`config.mk`:
```
export PLATFORM = sky130hd
export DESIGN_NAME = flash_cmd_seq
export DESIGN_NICKNAME = d
export VERILOG_FILES = /design/src/verilog/flash_cmd_pkg.sv /design/src/verilog/edge_sync.sv /design/src/verilog/flash_cmd_seq.sv
export SDC_FILE = /design/constraint.sdc
export NUM_CORES = 1
export LEC_CHECK = 0
export BUFFER_PORTS_ARGS = -buffer_cell sky130_fd_sc_hd__clkbuf_2
export CELL_PAD_IN_SITES_DETAIL_PLACEMENT = 1
export CELL_PAD_IN_SITES_GLOBAL_PLACEMENT = 2
export CORE_ASPECT_RATIO = 0.6
export CORE_MARGIN = 2
export CORE_UTILIZATION = 34
export DETAILED_ROUTE_END_ITERATION = 6
export PLACE_DENSITY = 0.73
export SLEW_MARGIN = 0
export SYNTH_ARGS = -nofsm -noshare
export SYNTH_HDL_FRONTEND = slang
export SYNTH_SLANG_ARGS = --single-unit
```
`constraint.sdc`:
```
create_clock -name mclk -period 3.7 [get_ports mclk]
set_input_delay 0.37 -clock mclk [delete_from_list [all_inputs] [get_ports mclk]]
set_output_delay 0.37 -clock mclk [all_outputs]
set_load 0.05 [all_outputs]
```
`src/verilog/flash_cmd_pkg.sv`:
```
// package of opcodes, status bit positions, reset values and timing counts
package flash_cmd_pkg;
  // opcodes
  localparam logic [7:0] op_write_enable     = 8'h06;
  localparam logic [7:0] op_volatile_enable  = 8'h50;
  localparam logic [7:0] op_write_disable    = 8'h04;
  localparam logic [7:0] op_read_status_1    = 8'h05;
  localparam logic [7:0] op_read_status_2    = 8'h35;
  localparam logic [7:0] op_read_status_3    = 8'h15;
  localparam logic [7:0] op_write_status_1   = 8'h01;
  localparam logic [7:0] op_write_status_2   = 8'h31;
  localparam logic [7:0] op_write_status_3   = 8'h11;
  localparam logic [7:0] op_read_data        = 8'h03;
  localparam logic [7:0] op_fast_read        = 8'h0b;
  localparam logic [7:0] op_set_read_param   = 8'hc0;
  // status bit positions
  localparam int busy_pos         = 0;   // status 1
  localparam int wel_pos          = 1;   // status 1
  localparam int quad_enable_pos  = 1;   // status 2
  // writable masks per status register
  localparam logic [7:0] sr1_write_mask = 8'hfc;
  localparam logic [7:0] sr2_write_mask = 8'hfb;
  localparam logic [7:0] sr3_write_mask = 8'hf0;
  // one-time bits in status 2: status_lock_bit_1 and security_lock_bits
  localparam logic [7:0] sr2_otp_mask   = 8'h39;
  // reset values
  localparam logic [7:0] sr_reset_value    = 8'h00;
  localparam logic [1:0] dummy_sel_reset   = 2'h0;
  // timing
  localparam int clk_period_ns      = 10;
  localparam int write_cycle_ns     = 5000000;
  localparam int write_cycle_cycles = write_cycle_ns / clk_period_ns;
  localparam int refresh_ns         = 50;
  localparam int refresh_cycles     = (refresh_ns + clk_period_ns - 1) / clk_period_ns;
  localparam int single_dummy_clks  = 8;
  // command states
  typedef enum logic [2:0] {
    st_opcode, st_addr, st_dummy, st_data_out, st_data_in, st_ignore
  } cmd_state_type;
endpackage

```
`src/verilog/edge_sync.sv`:
```
// two-flop synchroniser with edge detection for the link pins
`timescale 1ns/1ps
`default_nettype none
module edge_sync #(
  parameter int               width       = 1,
  parameter logic [width-1:0] reset_level = '0  // idle pin levels, avoids false edges
) (
  // clock and reset
  input  wire logic             mclk,
  input  wire logic             reset_n,
  // raw pins
  input  wire logic [width-1:0] pin_in,
  // synchronised level and edges
  output logic      [width-1:0] level,
  output logic      [width-1:0] rise,
  output logic      [width-1:0] fall
);
  logic [width-1:0] meta_q;  // first stage, read only by second
  logic [width-1:0] sync_q;  // second stage
  logic [width-1:0] last_q;  // previous synced level

  // sample chain
  always_ff @(posedge mclk) begin
    if (!reset_n) begin
      meta_q <= reset_level;
      sync_q <= reset_level;
      last_q <= reset_level;
    end else begin
      meta_q <= pin_in;
      sync_q <= meta_q;
      last_q <= sync_q;
    end
  end

  assign level = sync_q;
  assign rise  = sync_q & ~last_q;
  assign fall  = ~sync_q & last_q;
endmodule // edge_sync
`default_nettype wire

```
`src/verilog/flash_cmd_seq.sv`:
```
// command sequencer: write enable, status read and write, basic and fast read
`timescale 1ns/1ps
`default_nettype none
module flash_cmd_seq #(
  parameter int write_cycles = flash_cmd_pkg::write_cycle_cycles,
  parameter int addr_width   = 24
) (
  // clock and reset
  input  wire logic        mclk,
  input  wire logic        reset_n,
  input  wire logic        soft_reset,
  // serial link pins
  input  wire logic        chip_select_n,
  input  wire logic        serial_clk,
  input  wire logic [3:0]  serial_data_in,
  output logic      [3:0]  data_out,
  output logic      [3:0]  data_out_en,
  // mode control
  input  wire logic        four_wire_command_mode,
  // memory array read port
  output logic [addr_width-1:0] mem_addr,
  input  wire logic [7:0]  mem_data,
  // status view
  output logic             busy,
  output logic             write_enable_latch,
  output logic [7:0]       status_1,
  output logic [7:0]       status_2,
  output logic [7:0]       status_3,
  output logic [1:0]       read_param_dummy_field
);
  // ************************************************************
  // pin synchronisation
  // ************************************************************
  logic [2:0] sync_lvl;  // synced cs, clk, io0
  logic [2:0] sync_rise; // rising edges
  logic [2:0] sync_fall; // falling edges
  logic [3:0] io_meta_q; // io lines first stage
  logic [3:0] io_q;      // io lines synced

  // chip select idles high, data line idles high, clock parked low
  edge_sync #(.width(3), .reset_level(3'b101)) u_sync (
    .mclk    (mclk),
    .reset_n (reset_n),
    .pin_in  ({chip_select_n, serial_clk, serial_data_in[0]}),
    .level   (sync_lvl),
    .rise    (sync_rise),
    .fall    (sync_fall)
  );

  // four io lines for four-wire input
  always_ff @(posedge mclk) begin
    if (!reset_n) begin
      io_meta_q <= 4'h0;
      io_q      <= 4'h0;
    end else begin
      io_meta_q <= serial_data_in;
      io_q      <= io_meta_q;
    end
  end

  logic cs_active;  // chip select low
  logic sclk_rise;  // sample edge inside frame
  logic sclk_fall;  // shift edge inside frame
  logic cs_end;     // frame end
  assign cs_active = ~sync_lvl[2];
  assign sclk_rise = cs_active & sync_rise[1];
  assign sclk_fall = cs_active & sync_fall[1];
  assign cs_end    = sync_rise[2];

  // ************************************************************
  // shifter
  // ************************************************************
  logic [2:0] bits_per_clk;  // one or four lines
  assign bits_per_clk = four_wire_command_mode ? 3'h4 : 3'h1;

  flash_cmd_pkg::cmd_state_type state_q;
  logic [7:0]  rx_q;          // receive shift register, msb first
  logic [5:0]  bit_cnt_q;     // bits in current field
  logic [7:0]  opcode_q;      // captured opcode
  logic        op_valid_q;    // full opcode received
  logic [23:0] addr_q;        // address / stream pointer
  logic [7:0]  tx_q;          // transmit byte
  logic [3:0]  dummy_cnt_q;   // dummy clocks left
  logic [15:0] wdata_q;       // status write data
  logic [4:0]  wbits_q;       // status write bits received
  logic        vol_armed_q;   // 50h seen
  logic [7:0]  nv1_q, nv2_q, nv3_q;  // non-volatile copies
  logic [7:0]  sr1_q, sr2_q, sr3_q;  // active values
  logic [31:0] busy_cnt_q;    // write cycle timer
  logic        wel_q;         // write enable latch
  logic [1:0]  dummy_sel_q;   // read parameter field
  logic [7:0]  op_next;       // opcode after this edge
  logic        byte_done;     // a full byte completes

  assign op_next   = four_wire_command_mode ? {rx_q[3:0], io_q} : {rx_q[6:0], sync_lvl[0]};
  assign byte_done = (bit_cnt_q + 6'(bits_per_clk)) >= 6'd8;

  // status read selector, used only by the output shifter
  function automatic logic [7:0] status_sel(input logic [7:0] op, input logic [7:0] s1,
                                            input logic [7:0] s2, input logic [7:0] s3);
    case (op)
      flash_cmd_pkg::op_read_status_2: status_sel = s2;
      flash_cmd_pkg::op_read_status_3: status_sel = s3;
      default:                         status_sel = s1;
    endcase
  endfunction

  // dummy count by mode, mapping
  function automatic logic [3:0] dummy_count(input logic quad, input logic [1:0] sel);
    dummy_count = quad ? (4'({sel, 1'b0}) + 4'h2) : 4'(flash_cmd_pkg::single_dummy_clks);
  endfunction

  logic [7:0] sr_view1;  // status 1 with busy and latch
  assign sr_view1 = {sr1_q[7:2], wel_q, busy};

  // ************************************************************
  // command state machine
  // ************************************************************
  always_ff @(posedge mclk) begin
    if (!reset_n || soft_reset || cs_end || !cs_active) begin
      state_q    <= flash_cmd_pkg::st_opcode;
      rx_q       <= 8'h00;
      bit_cnt_q  <= 6'h00;
      op_valid_q <= 1'b0;
      dummy_cnt_q <= 4'h0;
      if (!reset_n || soft_reset) begin
        opcode_q <= 8'h00;
        addr_q   <= 24'h000000;
        wdata_q  <= 16'h0000;
        wbits_q  <= 5'h00;
      end else if (!cs_active && !cs_end) begin
        wbits_q <= 5'h00;
      end
    end else if (sclk_rise) begin
      case (state_q)
        flash_cmd_pkg::st_opcode: begin
          rx_q      <= op_next;
          bit_cnt_q <= bit_cnt_q + 6'(bits_per_clk);
          if (byte_done) begin
            opcode_q   <= op_next;
            op_valid_q <= 1'b1;
            bit_cnt_q  <= 6'h00;
            case (op_next)
              flash_cmd_pkg::op_read_status_1,
              flash_cmd_pkg::op_read_status_2,
              flash_cmd_pkg::op_read_status_3: begin
                state_q <= flash_cmd_pkg::st_data_out;
              end
              flash_cmd_pkg::op_read_data: begin
                if (!four_wire_command_mode && !busy)
                  state_q <= flash_cmd_pkg::st_addr;
                else
                  state_q <= flash_cmd_pkg::st_ignore;
              end
              flash_cmd_pkg::op_fast_read: begin
                state_q <= busy ? flash_cmd_pkg::st_ignore : flash_cmd_pkg::st_addr;
              end
              flash_cmd_pkg::op_write_status_1,
              flash_cmd_pkg::op_write_status_2,
              flash_cmd_pkg::op_write_status_3,
              flash_cmd_pkg::op_set_read_param: begin
                state_q <= flash_cmd_pkg::st_data_in;
                wbits_q <= 5'h00;
              end
              default: state_q <= flash_cmd_pkg::st_ignore;
            endcase
          end
        end
        flash_cmd_pkg::st_addr: begin
          addr_q    <= four_wire_command_mode ? {addr_q[19:0], io_q} : {addr_q[22:0], sync_lvl[0]};
          bit_cnt_q <= bit_cnt_q + 6'(bits_per_clk);
          if (bit_cnt_q + 6'(bits_per_clk) >= 6'd24) begin
            bit_cnt_q <= 6'h00;
            if (opcode_q == flash_cmd_pkg::op_fast_read) begin
              state_q     <= flash_cmd_pkg::st_dummy;
              dummy_cnt_q <= dummy_count(four_wire_command_mode, dummy_sel_q);
            end else begin
              state_q <= flash_cmd_pkg::st_data_out;
            end
          end
        end
        flash_cmd_pkg::st_dummy: begin
          // input during dummy clocks is ignored
          dummy_cnt_q <= dummy_cnt_q - 4'h1;
          if (dummy_cnt_q == 4'h1)
            state_q <= flash_cmd_pkg::st_data_out;
        end
        flash_cmd_pkg::st_data_in: begin
          if (wbits_q < 5'd16) begin
            wdata_q <= four_wire_command_mode ? {wdata_q[11:0], io_q}
                                              : {wdata_q[14:0], sync_lvl[0]};
            wbits_q <= wbits_q + 5'(bits_per_clk);
          end
        end
        flash_cmd_pkg::st_data_out: begin
          // stream pointer advances per byte on rising edge
          bit_cnt_q <= byte_done ? 6'h00 : bit_cnt_q + 6'(bits_per_clk);
          if (byte_done && (opcode_q == flash_cmd_pkg::op_read_data ||
                            opcode_q == flash_cmd_pkg::op_fast_read))
            addr_q <= addr_q + 24'h000001;
        end
        default: state_q <= state_q;
      endcase
    end
  end

  assign mem_addr = addr_q[addr_width-1:0];

  // ************************************************************
  // output shifter on falling edges
  // ************************************************************
  logic first_q;  // next falling edge loads a byte
  always_ff @(posedge mclk) begin
    if (!reset_n || !cs_active) begin
      tx_q        <= 8'h00;
      first_q     <= 1'b1;
      data_out    <= 4'h0;
      data_out_en <= 4'h0;
    end else if (sclk_fall && state_q == flash_cmd_pkg::st_data_out) begin
      logic [7:0] byte_v;
      byte_v = first_q || bit_cnt_q == 6'h00
             ? ((opcode_q == flash_cmd_pkg::op_read_data ||
                 opcode_q == flash_cmd_pkg::op_fast_read) ? mem_data
                : status_sel(opcode_q, sr_view1, sr2_q, sr3_q))
             : tx_q;
      first_q <= 1'b0;
      if (four_wire_command_mode) begin
        data_out    <= byte_v[7:4];
        tx_q        <= {byte_v[3:0], 4'h0};
        data_out_en <= 4'hf;
      end else begin
        data_out    <= {2'b00, byte_v[7], 1'b0};
        tx_q        <= {byte_v[6:0], 1'b0};
        data_out_en <= 4'h2;
      end
    end
  end

  // ************************************************************
  // status write decode at frame end
  // ************************************************************
  logic        is_wsr;       // frame was a status write
  logic        wsr_full;     // at least one byte
  logic        wsr_16;       // 01h carried two bytes
  logic        nv_ok;        // non-volatile write accepted
  logic        vol_ok;       // volatile write accepted
  logic [7:0]  b1, b2;       // first and second data bytes
  logic [7:0]  new1, new2, new3;
  logic [7:0]  qe_keep;      // quad enable mask in four-wire mode
  assign is_wsr = cs_end && op_valid_q &&
                  (opcode_q == flash_cmd_pkg::op_write_status_1 ||
                   opcode_q == flash_cmd_pkg::op_write_status_2 ||
                   opcode_q == flash_cmd_pkg::op_write_status_3);
  assign wsr_full = wbits_q >= 5'd8;
  assign wsr_16   = wbits_q >= 5'd16 && opcode_q == flash_cmd_pkg::op_write_status_1;
  assign b1 = wsr_16 ? wdata_q[15:8] : wdata_q[7:0];
  assign b2 = wdata_q[7:0];
  assign nv_ok  = is_wsr && wsr_full && wel_q && !vol_armed_q && !busy;
  assign vol_ok = is_wsr && wsr_full && vol_armed_q && !busy;
  assign qe_keep = four_wire_command_mode ? ~(8'h01 << flash_cmd_pkg::quad_enable_pos)
                                          : 8'hff;

  // merge writable bits, OTP bits only rise
  function automatic logic [7:0] merge(input logic [7:0] old, input logic [7:0] val,
                                       input logic [7:0] mask, input logic [7:0] otp);
    merge = ((old & ~mask) | (val & mask)) | (old & otp);
  endfunction

  always_comb begin
    new1 = sr1_q;
    new2 = sr2_q;
    new3 = sr3_q;
    case (opcode_q)
      flash_cmd_pkg::op_write_status_1: begin
        new1 = merge(sr1_q, b1, flash_cmd_pkg::sr1_write_mask, 8'h00);
        if (wsr_16)
          new2 = merge(sr2_q, b2, flash_cmd_pkg::sr2_write_mask & qe_keep,
                       flash_cmd_pkg::sr2_otp_mask);
      end
      flash_cmd_pkg::op_write_status_2:
        new2 = merge(sr2_q, b2, flash_cmd_pkg::sr2_write_mask & qe_keep,
                     flash_cmd_pkg::sr2_otp_mask);
      flash_cmd_pkg::op_write_status_3:
        new3 = merge(sr3_q, b2, flash_cmd_pkg::sr3_write_mask, 8'h00);
      default: ;
    endcase
  end

  // ************************************************************
  // status registers, latch, busy timer
  // ************************************************************
  logic [7:0] pend1_q, pend2_q, pend3_q;  // values held during write cycle
  logic [3:0] refresh_cnt_q;              // volatile refresh delay
  logic       vol_pend_q;

  always_ff @(posedge mclk) begin
    if (!reset_n) begin
      nv1_q <= flash_cmd_pkg::sr_reset_value;
      nv2_q <= flash_cmd_pkg::sr_reset_value;
      nv3_q <= flash_cmd_pkg::sr_reset_value;
      sr1_q <= flash_cmd_pkg::sr_reset_value;
      sr2_q <= flash_cmd_pkg::sr_reset_value;
      sr3_q <= flash_cmd_pkg::sr_reset_value;
      pend1_q <= 8'h00;
      pend2_q <= 8'h00;
      pend3_q <= 8'h00;
      busy_cnt_q <= 32'h0;
      refresh_cnt_q <= 4'h0;
      vol_pend_q <= 1'b0;
    end else if (soft_reset) begin
      sr1_q <= nv1_q;
      sr2_q <= nv2_q;
      sr3_q <= nv3_q;
      refresh_cnt_q <= 4'h0;
      vol_pend_q <= 1'b0;
    end else begin
      if (nv_ok) begin
        pend1_q <= new1;
        pend2_q <= new2;
        pend3_q <= new3;
        busy_cnt_q <= 32'(write_cycles);
      end else if (busy_cnt_q == 32'h1) begin
        nv1_q <= pend1_q;
        nv2_q <= pend2_q;
        nv3_q <= pend3_q;
        sr1_q <= pend1_q;
        sr2_q <= pend2_q;
        sr3_q <= pend3_q;
        busy_cnt_q <= 32'h0;
      end else if (busy_cnt_q != 32'h0) begin
        busy_cnt_q <= busy_cnt_q - 32'h1;
      end
      if (vol_ok) begin
        pend1_q <= new1;
        pend2_q <= new2;
        pend3_q <= new3;
        refresh_cnt_q <= 4'(flash_cmd_pkg::refresh_cycles);
        vol_pend_q <= 1'b1;
      end else if (vol_pend_q) begin
        refresh_cnt_q <= refresh_cnt_q - 4'h1;
        if (refresh_cnt_q <= 4'h1) begin
          sr1_q <= pend1_q;
          sr2_q <= pend2_q;
          sr3_q <= pend3_q;
          vol_pend_q <= 1'b0;
        end
      end
    end
  end

  assign busy = busy_cnt_q != 32'h0;

  // write enable latch and volatile arm
  always_ff @(posedge mclk) begin
    if (!reset_n || soft_reset) begin
      wel_q       <= 1'b0;
      vol_armed_q <= 1'b0;
    end else if (cs_end && op_valid_q) begin
      case (opcode_q)
        flash_cmd_pkg::op_write_enable:    wel_q <= 1'b1;
        flash_cmd_pkg::op_write_disable:   wel_q <= 1'b0;
        flash_cmd_pkg::op_volatile_enable: vol_armed_q <= 1'b1;
        flash_cmd_pkg::op_write_status_1,
        flash_cmd_pkg::op_write_status_2,
        flash_cmd_pkg::op_write_status_3: begin
          if (vol_ok)
            vol_armed_q <= 1'b0;
        end
        default: ;
      endcase
    end else if (busy_cnt_q == 32'h1) begin
      wel_q <= 1'b0;
    end
  end

  // read parameter field
  always_ff @(posedge mclk) begin
    if (!reset_n || soft_reset)
      dummy_sel_q <= flash_cmd_pkg::dummy_sel_reset;
    else if (cs_end && op_valid_q && opcode_q == flash_cmd_pkg::op_set_read_param &&
             wbits_q >= 5'd8)
      dummy_sel_q <= wdata_q[5:4];
  end

  assign write_enable_latch     = wel_q;
  assign status_1               = sr_view1;
  assign status_2               = sr2_q;
  assign status_3               = sr3_q;
  assign read_param_dummy_field = dummy_sel_q;
endmodule // flash_cmd_seq
`default_nettype wire

```
# Yosys cells after proc, flatten, opt, wreduce, memory -nomap -nowiden

Cells that the tools add are included.

Bits in registers: 221
Output and inout bits: 60
Logic and storage cells: 259

Equality and inequality tests: 38
Reductions and logical operators: 66
Bitwise logic cells: 17
$lt $le $gt $ge: 6
Add/subtract/negate cells: 7
Mux-type cells: 91

Operators with widths:

| operator                                            | count |
|---|---|
| two-way mux 8 bit                                   | 37 |
| two-way mux 24 bit                                  | 5 |
| two-way mux 16 bit                                  | 6 |
| two-way mux 32 bit                                  | 3 |
| one-hot mux 24 bit (2 select lines)                 | 1 |
| two-way mux 5 bit                                   | 7 |
| == test 32 x 1 -> 1 bit (second input constant)     | 1 |
| == test 8 x 5 -> 1 bit (second input constant)      | 4 |
| == test 8 x 6 -> 1 bit (second input constant)      | 4 |
| one-hot mux 8 bit (2 select lines)                  | 2 |
| nonzero test 32 bit                                 | 1 |
| subtractor 32 x 1 -> 32 bit (second input constant) | 1 |
| adder 24 x 1 -> 24 bit (second input constant)      | 1 |
| == test 8 x 3 -> 1 bit (second input constant)      | 3 |
| two-way mux 3 bit                                   | 8 |
| nonzero test 2 bit                                  | 11 |
| two-way mux 4 bit                                   | 5 |
| AND 8 bit                                           | 2 |
| == test 8 x 1 -> 1 bit (second input constant)      | 2 |
| == test 8 x 2 -> 1 bit (second input constant)      | 2 |
| == test 8 x 4 -> 1 bit (second input constant)      | 2 |
| == test 8 bit (second input constant)               | 2 |
| AND reduction 4 bit                                 | 4 |
| logical AND 1 bit                                   | 15 |
| 51 further kinds                                    | 96 |

# Longest topological paths before layout

Gate-level depths: netlist of run 1.

Depth in word-level cells: 13
Gate-level depth with buffers: 11
Depth with buffers taken out: 9

# Modules after synthesis

From an unflattened synthesis of run 1, not the netlist that was laid out.

Cells, all modules: 1261
Area, all modules: 11214.5 µm²

Modules (own cells, without submodules):

| module        | sequential area each (µm²) | area an instance (µm²) | cells each | times used |
|---|---|---|---|---|
| flash_cmd_seq | 4594.4                     | 10940.5                | 1237       | 1 |
| edge_sync     | 180.2                      | 274.0                  | 24         | 1 |

# Worst setup path before layout of run 1

No wires, ideal clock.

Path kind: input to register
Start point: in four_wire_command_mode
End point: reg addr_q[0], in the netlist mem_addr[0], enable pin
Arrival: 3402 ps
Buffers on the path: 2
Slack: -122 ps
Setup time: 420 ps
Cell stages on the path: 9
Path through: clkbuf_1 -> inv_1 -> clkbuf_1 -> ha_1 -> a31oi_1 -> nor3_1 -> o211ai_1 -> nand3_1 -> a31oi_1

Longest elaborated chain between the ends: 6

RTL lines:

| what                                       | RTL line             | text |
|---|---|---|
| start: declaration                         | flash_cmd_seq.sv:19  | `input wire logic four_wire_command_mode,` |
| two-way mux 3 bit                          | flash_cmd_seq.sv:74  | `assign bits_per_clk = four_wire_command_mode ? 3'h4 : 3'h1;` |
| adder 6 x 3 -> 6 bit                       | flash_cmd_seq.sv:96  | `assign byte_done = (bit_cnt_q + 6'(bits_per_clk)) >= 6'd8;` |
| greater-or-equal comparator 6 x 4 -> 1 bit | flash_cmd_seq.sv:96  |  |
| logical AND 1 bit                          | flash_cmd_seq.sv:198 | `if (byte_done && (opcode_q == flash_cmd_pkg::op_read_data \|\|` |
| inequality test 3 bit (no line)            | -                    |  |
| AND reduction 4 bit (no line)              | -                    |  |
| end signal: assignment                     | flash_cmd_seq.sv:170 | `addr_q <= four_wire_command_mode ? {addr_q[19:0], io_q} : {addr_q[22:0], sync_lvl[0]};` |
| end signal: assignment                     | flash_cmd_seq.sv:200 | `addr_q <= addr_q + 24'h000001;` |
| end: declaration                           | flash_cmd_seq.sv:81  | `logic [23:0] addr_q;` |

Every way passes these cells.
A chain may end at the register's enable or synchronous reset.

# Worst setup path after layout of run 1

Start point: reg opcode_q[1]
End point: reg busy_cnt_q[3]

Longest elaborated chain between the ends: 10
Elaborated cells between the ends (all ways): 13
Classes of those cells: 3 x eq/ne; 1 x mux; 9 x reduce/logical

RTL lines:

| what                                                             | RTL line                                   | text |
|---|---|---|
| start: declaration                                               | flash_cmd_seq.sv:79                        | `logic [7:0] opcode_q;` |
| start signal: assignment                                         | flash_cmd_seq.sv:140                       | `opcode_q <= op_next;` |
| == test 8 x 1 -> 1 bit or == test 8 x 6 -> 1 bit (tied branches) | flash_cmd_seq.sv:251, flash_cmd_seq.sv:252 |  |
| logical OR 1 bit                                                 | flash_cmd_seq.sv:251                       | `(opcode_q == flash_cmd_pkg::op_write_status_1 \|\|` |
| logical OR 1 bit (*)                                             | flash_cmd_seq.sv:252                       | `opcode_q == flash_cmd_pkg::op_write_status_2 \|\|` |
| logical AND 1 bit (*)                                            | flash_cmd_seq.sv:250                       | `assign is_wsr = cs_end && op_valid_q &&` |
| logical AND 1 bit (*) (4 in series)                              | flash_cmd_seq.sv:258                       | `assign nv_ok = is_wsr && wsr_full && wel_q && !vol_armed_q && !busy;` |
| nonzero test 3 bit (no line)                                     | -                                          |  |
| AND reduction 2 bit (no line)                                    | -                                          |  |
| end signal: assignment                                           | flash_cmd_seq.sv:321                       | `busy_cnt_q <= 32'(write_cycles);` |
| end signal: assignment                                           | flash_cmd_seq.sv:331                       | `busy_cnt_q <= busy_cnt_q - 32'h1;` |
| end: declaration                                                 | flash_cmd_seq.sv:89                        | `logic [31:0] busy_cnt_q;` |

Mark *: on every way between the ends. The rest lies on a longest branch, timed or not.

==> results.sh, run 1 <==
export IMPL_status="completed"
export IMPL_crit_required_ns=4.16
export IMPL_dp_cells=1702
export IMPL_combPwrFrac_pct=33.9
export IMPL_cts_root_buf="clkbuf_16"
export IMPL_path_buf_inv=1
export IMPL_synth_seq_cells=211
export IMPL_cts_resized=0
export IMPL_drive_above_1_share_pct=15.2
export IMPL_dp_hpwl_mm=26.5
export IMPL_cts_buffer_depth=3
export IMPL_grt_pass1_wl_mm=59.6
export IMPL_powerDensity_nw_per_um2=644
export IMPL_die_area_um2=33800
export IMPL_hold_violations=0
export IMPL_worstPathMaxFanout=14
export IMPL_synthAdderAreaFrac_pct=1.71
export IMPL_async_flop_share_pct=0
export IMPL_yosysWarnings=0
export IMPL_yosysUniqueCellTypes=79
export IMPL_hold_buffers=0
export IMPL_synthMuxAreaShare_pct=4.82
export IMPL_reg2reg_depth=7
export IMPL_crit_start="opcode_q[1]"
export IMPL_grt_max_degree=51
export IMPL_avgSynthCellArea_um2=8.77
export IMPL_die_w_um=236
export IMPL_row_count=50
export IMPL_worst_path_stages=7
export IMPL_finClkSkew_ns=0.0183
export IMPL_max_slew_margin_pct=30.0
export IMPL_hp_class="in -> reg"
export IMPL_ys_seq_area_share_pct=43.3
export IMPL_worstSkewPairLatency_ns=0.55
export IMPL_max_stage_delay_ns=0.59
export IMPL_ant_nets=0
export IMPL_worst_pin_slew_ns=1.02
export IMPL_syn2layout_area_growth_pct=15.4
export IMPL_final_util_pct=40.3
export IMPL_num_vias=9905
export IMPL_fin_setup_tns_ns=0
export IMPL_clkSlewWorstSetupHoldPaths_ns=0.06
export IMPL_grt_pass1_vias=9962
export IMPL_clock_power_share_pct=31.0
export IMPL_cp_arrival_ns=3.62
export IMPL_synth_edff_count=53
export IMPL_post_route_period_util_pct=85.4
export IMPL_dr_pass1_iters=5
export IMPL_max_cap_violations=0
export IMPL_post_cts_setup_buffers=0
export IMPL_numClockSinks=211
export IMPL_leakagePower_nw=4.60
export IMPL_numCtsBuffers=23
export IMPL_synth_simple_gate_area_share_pct=24.1
export IMPL_switching_share_pct=39.2
export IMPL_synth_compound_area_share_pct=18.8
export IMPL_final_nets=1344
export IMPL_instances_no_fill=1744
export IMPL_antenna_cells=0
export IMPL_p_int_mw=4.96
export IMPL_core_um2=31500
export IMPL_p_switching_mw=3.20
export IMPL_max_freq_mhz=316
export IMPL_endpoint_kind="flip-flop"
export IMPL_synthXorXnorAreaFrac_pct=3.03
export IMPL_cpMaxStageDelayCell="or4b_4"
export IMPL_routabilityCongestion=0.818
export IMPL_antenna_found_initial=0
export IMPL_syn_inst=1253
export IMPL_startpoint_type="flip-flop"
export IMPL_drtIter0Drc=756
export IMPL_synth_ff_type="dfxtp_1"
export IMPL_dieHeight_um=143
export IMPL_finalPower_mw=8.16
export IMPL_worstSetupPathType="reg -> reg"
export IMPL_worstReg2RegStart="opcode_q[1]"
export IMPL_drt_wl_total_mm=37.8
export IMPL_min_period_ns=3.16
export IMPL_htree_levels=1
export IMPL_setup_viol=0
export IMPL_start_util_pct=34.9
export IMPL_synth_top_family_by_area="simple AND/OR/NAND/NOR gates"
export IMPL_wire_per_inst_um=21.7
export IMPL_port_buffers=77
export IMPL_drc=0
export IMPL_hold_depth=2
export IMPL_regToRegSetupSlack_ns=0.54
export IMPL_via_per_inst=5.68
export IMPL_critical_path_top_delay_family="simple AND/OR/NAND/NOR gates"
export IMPL_syn_nets=1286
export IMPL_ios=78
export IMPL_path_cells="or4b_4 > or4_4 > o32ai_4 > o21ai_2 > buf_4 > or4_1 > a21oi_1"
export IMPL_grt_ovfl_total=0
export IMPL_worstHoldEndpoint="u_sync.meta_q[2]"
export IMPL_irDropWorstVdd_uv=315
export IMPL_hp_start="chip_select_n"
export IMPL_power_share_sequential_pct=35.1
export IMPL_slew_violations=0
export IMPL_netlist_area_um2=11000
export IMPL_cts_tree="done"
export IMPL_rsz0062_at_grt="no"
export IMPL_track_usage_pct=22.4
export IMPL_r2r_end="busy_cnt_q[3]"
==> worst reg2reg max path: cells and delay by family, from the launching register on <==
family	cells	cell delay, ns
and+or+nand+nor	3	1.55
AOI/OAI and AO/OA	3	0.78
DFF	1	0.49
buffers and inverters	1	0.26
==> cell usage after synthesis, drive strengths merged (5+ instances only) <==
cell | instances | share of area (%)
inv | 20 | 0.71
a31o | 6 | 0.48
nor2b | 13 | 0.74
mux2 | 7 | 0.72
nor2 | 139 | 4.8
and2 | 19 | 1.1
edfxtp | 53 | 14
buf | 24 | 1.4
a2bb2oi | 5 | 0.40
a31oi | 13 | 0.74
or4 | 17 | 1.2
a211oi | 63 | 4.3
xnor2 | 19 | 1.5
or3 | 15 | 0.85
nand3b | 5 | 0.34
xor2 | 19 | 1.5
o31ai | 14 | 0.96
ha | 15 | 1.7
and3 | 20 | 1.1
a21oi | 104 | 4.8
nand2b | 12 | 0.68
nand3 | 32 | 1.5
o21ai | 65 | 3.0
nor3b | 5 | 0.34
nor3 | 24 | 1.2
mux2i | 45 | 4.1
or2 | 9 | 0.51
nand2 | 124 | 4.2
clkbuf | 61 | 2.1
nor4 | 44 | 3.0
and4 | 5 | 0.40
dfxtp | 158 | 29
o211ai | 8 | 0.64
a2111oi | 7 | 0.67
nand4 | 12 | 0.74
==> power groups by stage <==
stage               sequential [mW]  combinational, mW  clock [mW]
global placement               2.90               2.69           0
global route                   2.90               3.00        2.68
floorplan                      2.91               1.78           0
finish                         2.87               2.77        2.53
CTS                            2.86               2.74        2.60
detailed placement             2.91               2.73           0
==> metrics by stage <==
step                      hold slack [ns]  instance area, um2  setup WS (ns)
final                              0.0280               12700          0.540
after global routing               0.0320               12700          0.382
after CTS                          0.0151               12700          0.539
after detailed placement            0.394               11900          0.586
after global placement              0.390               11900          0.605
after floorplan                     0.386               11000          0.325
==> how the worst max path moves through the flow <==
| stage | slack, ns | end |
|---|---|---|
| floorplan | 0.33 | mem_addr[0] |
| global placement | 0.60 | wbits_q[0] |
| detailed placement | 0.59 | busy_cnt_q[3] |
| CTS | 0.54 | busy_cnt_q[3] |
| global route | 0.38 | busy_cnt_q[5] |
| finish | 0.54 | busy_cnt_q[3] |
==> cells by family (layout without fill, tap and decap cells) <==
kind of cell / Yosys count / count (layout)
simple gates: 511 / 511
compound gates: 320 / 320
flops: 211 / 211
buf+inv: 106 / 181
mux: 52 / 52
xor+xnor: 38 / 38
fa+ha+maj: 15 / 15
==> area by class of cell <==
| type | count | area (um2) |
|---|---|---|
| multi-input combinational | 936 | 5790 |
| fill | 3667 | 18800 |
| timing repair buffer | 118 | 718 |
| inverter | 21 | 81.3 |
| tap | 416 | 520 |
| clock inverter | 15 | 218 |
| clock buffer | 27 | 591 |
| sequential | 211 | 4750 |
==> metal layers <==
metal | wire length, um | vias up | share of wire [%] | track usage [%]
met2 | 15000 | 176 | 40 | 31.2
met4 | 419 | 0 | 1.1 | 3.65
met3 | 1770 | 27 | 4.7 | 3.60
li1 | - | 4731 | - | -
met5 | 0 | - | 0 | 0
met1 | 20700 | 4971 | 55 | 35.8
==> layout by cell type (no fill, tap or decap), types with 13 or more instances in the layout <==
cell and count:
dfxtp_1 158, nor2_1 139, nand2_1 123, a21oi_1 103, clkbuf_2 76, a211oi_1 63
o21ai_0 62, edfxtp_1 53, mux2i_1 45, buf_4 39, nor4_1 38, nand3_1 32
clkbuf_16 23, nor3_1 22, and3_1 20, inv_1 19, xor2_1 19, and2_1 19
xnor2_1 19, or3_1 15, or4_1 15, ha_1 15, o31ai_1 14, nor2b_1 13
==> flip-flops by register name, indices dropped and copies added, names as in the netlist, 7 cells and up <==
register / flops
pend2_q: 8
mem_addr: 24
wdata_q: 16
nv2_q: 8
nv3_q: 8
status_3: 8
rx_q: 7
busy_cnt_q: 32
status_2: 8
pend3_q: 8
opcode_q: 8
tx_q: 7
No activity file was read; power rests on OpenSTA's default activity.
==> inputs of run 2 (changes only) <==
MAX_ROUTING_LAYER = met4   (was not set)
==> results.sh, run 2 (synthesis gave the netlist of run 1 again) <==
export IMPL_max_freq_mhz=316
export IMPL_drive_above_1_share_pct=15.2
export IMPL_hold_depth=2
export IMPL_cts_tree="done"
export IMPL_post_route_period_util_pct=85.6
export IMPL_dp_hpwl_mm=26.5
export IMPL_hold_violations=0
export IMPL_endpoint_kind="flip-flop"
export IMPL_ant_nets=0
export IMPL_drt_wl_total_mm=37.8
export IMPL_htree_levels=1
export IMPL_worstSetupPathType="reg -> reg"
export IMPL_powerDensity_nw_per_um2=644
export IMPL_hold_buffers=0
export IMPL_numCtsBuffers=23
export IMPL_worstPathMaxFanout=14
export IMPL_worstHoldEndpoint="u_sync.meta_q[2]"
export IMPL_drtIter0Drc=803
export IMPL_final_nets=1344
export IMPL_final_util_pct=40.3
export IMPL_crit_required_ns=4.16
export IMPL_min_period_ns=3.17
export IMPL_worstSkewPairLatency_ns=0.54
export IMPL_post_cts_setup_buffers=0
export IMPL_routabilityCongestion=0.830
export IMPL_dieHeight_um=143
export IMPL_antenna_found_initial=0
export IMPL_hp_start="chip_select_n"
export IMPL_max_slew_margin_pct=27.5
export IMPL_regToRegSetupSlack_ns=0.53
export IMPL_cts_buffer_depth=3
export IMPL_fin_setup_tns_ns=0
export IMPL_drc=0
export IMPL_setup_viol=0
export IMPL_final_common_cell="dfxtp_1"
export IMPL_leakagePower_nw=4.60
export IMPL_num_vias=9931
export IMPL_grt_max_degree=51
export IMPL_cts_resized=0
export IMPL_ios=78
export IMPL_cts_root_buf="clkbuf_16"
export IMPL_core_um2=31500
export IMPL_port_buffers=77
export IMPL_startpoint_type="flip-flop"
export IMPL_rsz0062_at_grt="no"
export IMPL_numClockSinks=211
export IMPL_status="completed"
export IMPL_grt_ovfl_total=0
export IMPL_irDropWorstVdd_uv=314
export IMPL_worstReg2RegStart="opcode_q[1]"
export IMPL_finalPower_mw=8.16
export IMPL_grt_pass1_vias=9965
export IMPL_cp_arrival_ns=3.63
export IMPL_largest_reg_flops=32
export IMPL_max_cap_violations=0
export IMPL_top_register="busy_cnt_q"
export IMPL_row_count=50
export IMPL_clkSlewWorstSetupHoldPaths_ns=0.06
export IMPL_reg2reg_depth=7
export IMPL_wire_per_inst_um=21.7
export IMPL_worst_pin_slew_ns=1.06
export IMPL_syn2layout_area_growth_pct=15.4
export IMPL_antenna_cells=0
export IMPL_via_per_inst=5.69
export IMPL_die_w_um=236
export IMPL_r2r_end="busy_cnt_q[3]"
export IMPL_dr_pass1_iters=5
export IMPL_finClkSkew_ns=0.0180
export IMPL_layout_common_cells="dfxtp_1, nor2_1, nand2_1"
export IMPL_grt_pass1_wl_mm=59.6
export IMPL_slew_violations=0
export IMPL_hp_class="in -> reg"
export IMPL_start_util_pct=34.9
export IMPL_track_usage_pct=23.1
export IMPL_die_area_um2=33800
-- run 2: cell counts in the layout (fill, tap and decap cells not counted) --
No cell type changed its count.
-- run 2: final cells by class --
class | instances | area [um2]
clock buffer | 27 | 591
clock inverter | 15 | 218
fill | 3667 | 18800
inverter | 21 | 81.3
multi-input combinational | 936 | 5790
sequential | 211 | 4750
tap | 416 | 520
timing repair buffer | 118 | 718
-- run 2: critical path, stage by stage, from the launching register on --
cell and delay, ns:
edfxtp_1 0.50, or4b_4 0.59, or4_4 0.56, o32ai_4 0.36
o21ai_2 0.26, buf_4 0.25, or4_1 0.40, a21oi_1 0.15
-- run 2: per-layer routing --
layer  GRT usage [%]  vias to the layer above  part of all wire (%)
li1                -                     4731                     -
met1            35.7                     4983                    54
met2            31.4                      190                    40
met3            3.52                       27                   4.6
met4            3.65                        0                   1.1
met5               -                        -                     0
-- run 2: metrics by stage --
step | hold WS [ns] | setup WS [ns] | cells | instance area, um2
after floorplan | 0.386 | 0.325 | 1253 | 11000
after global placement | 0.390 | 0.605 | 1702 | 11900
after detailed placement | 0.394 | 0.586 | 1702 | 11900
after CTS | 0.0151 | 0.539 | 1744 | 12700
after global routing | 0.0320 | 0.377 | 1744 | 12700
final | 0.0292 | 0.534 | 1744 | 12700
-- run 2: worst max path at each step --
stage | startpoint | to | slack [ns] | cells past startpoint
2_1_floorplan | four_wire_command_mode | mem_addr[0] | 0.33 | 9
3_3_place_gp | four_wire_command_mode | wbits_q[0] | 0.60 | 8
3_5_place_dp | opcode_q[1] | busy_cnt_q[3] | 0.59 | 7
4_1_cts | opcode_q[1] | busy_cnt_q[3] | 0.54 | 7
5_1_grt | opcode_q[1] | busy_cnt_q[5] | 0.38 | 7
6_report | opcode_q[1] | busy_cnt_q[3] | 0.53 | 7
-- run 2: power by group --
group          switching (mW)  internal, mW  total (mW)
clock network            1.02          1.50        2.53
registers               0.291          2.57        2.86
logic                    1.89         0.879        2.77
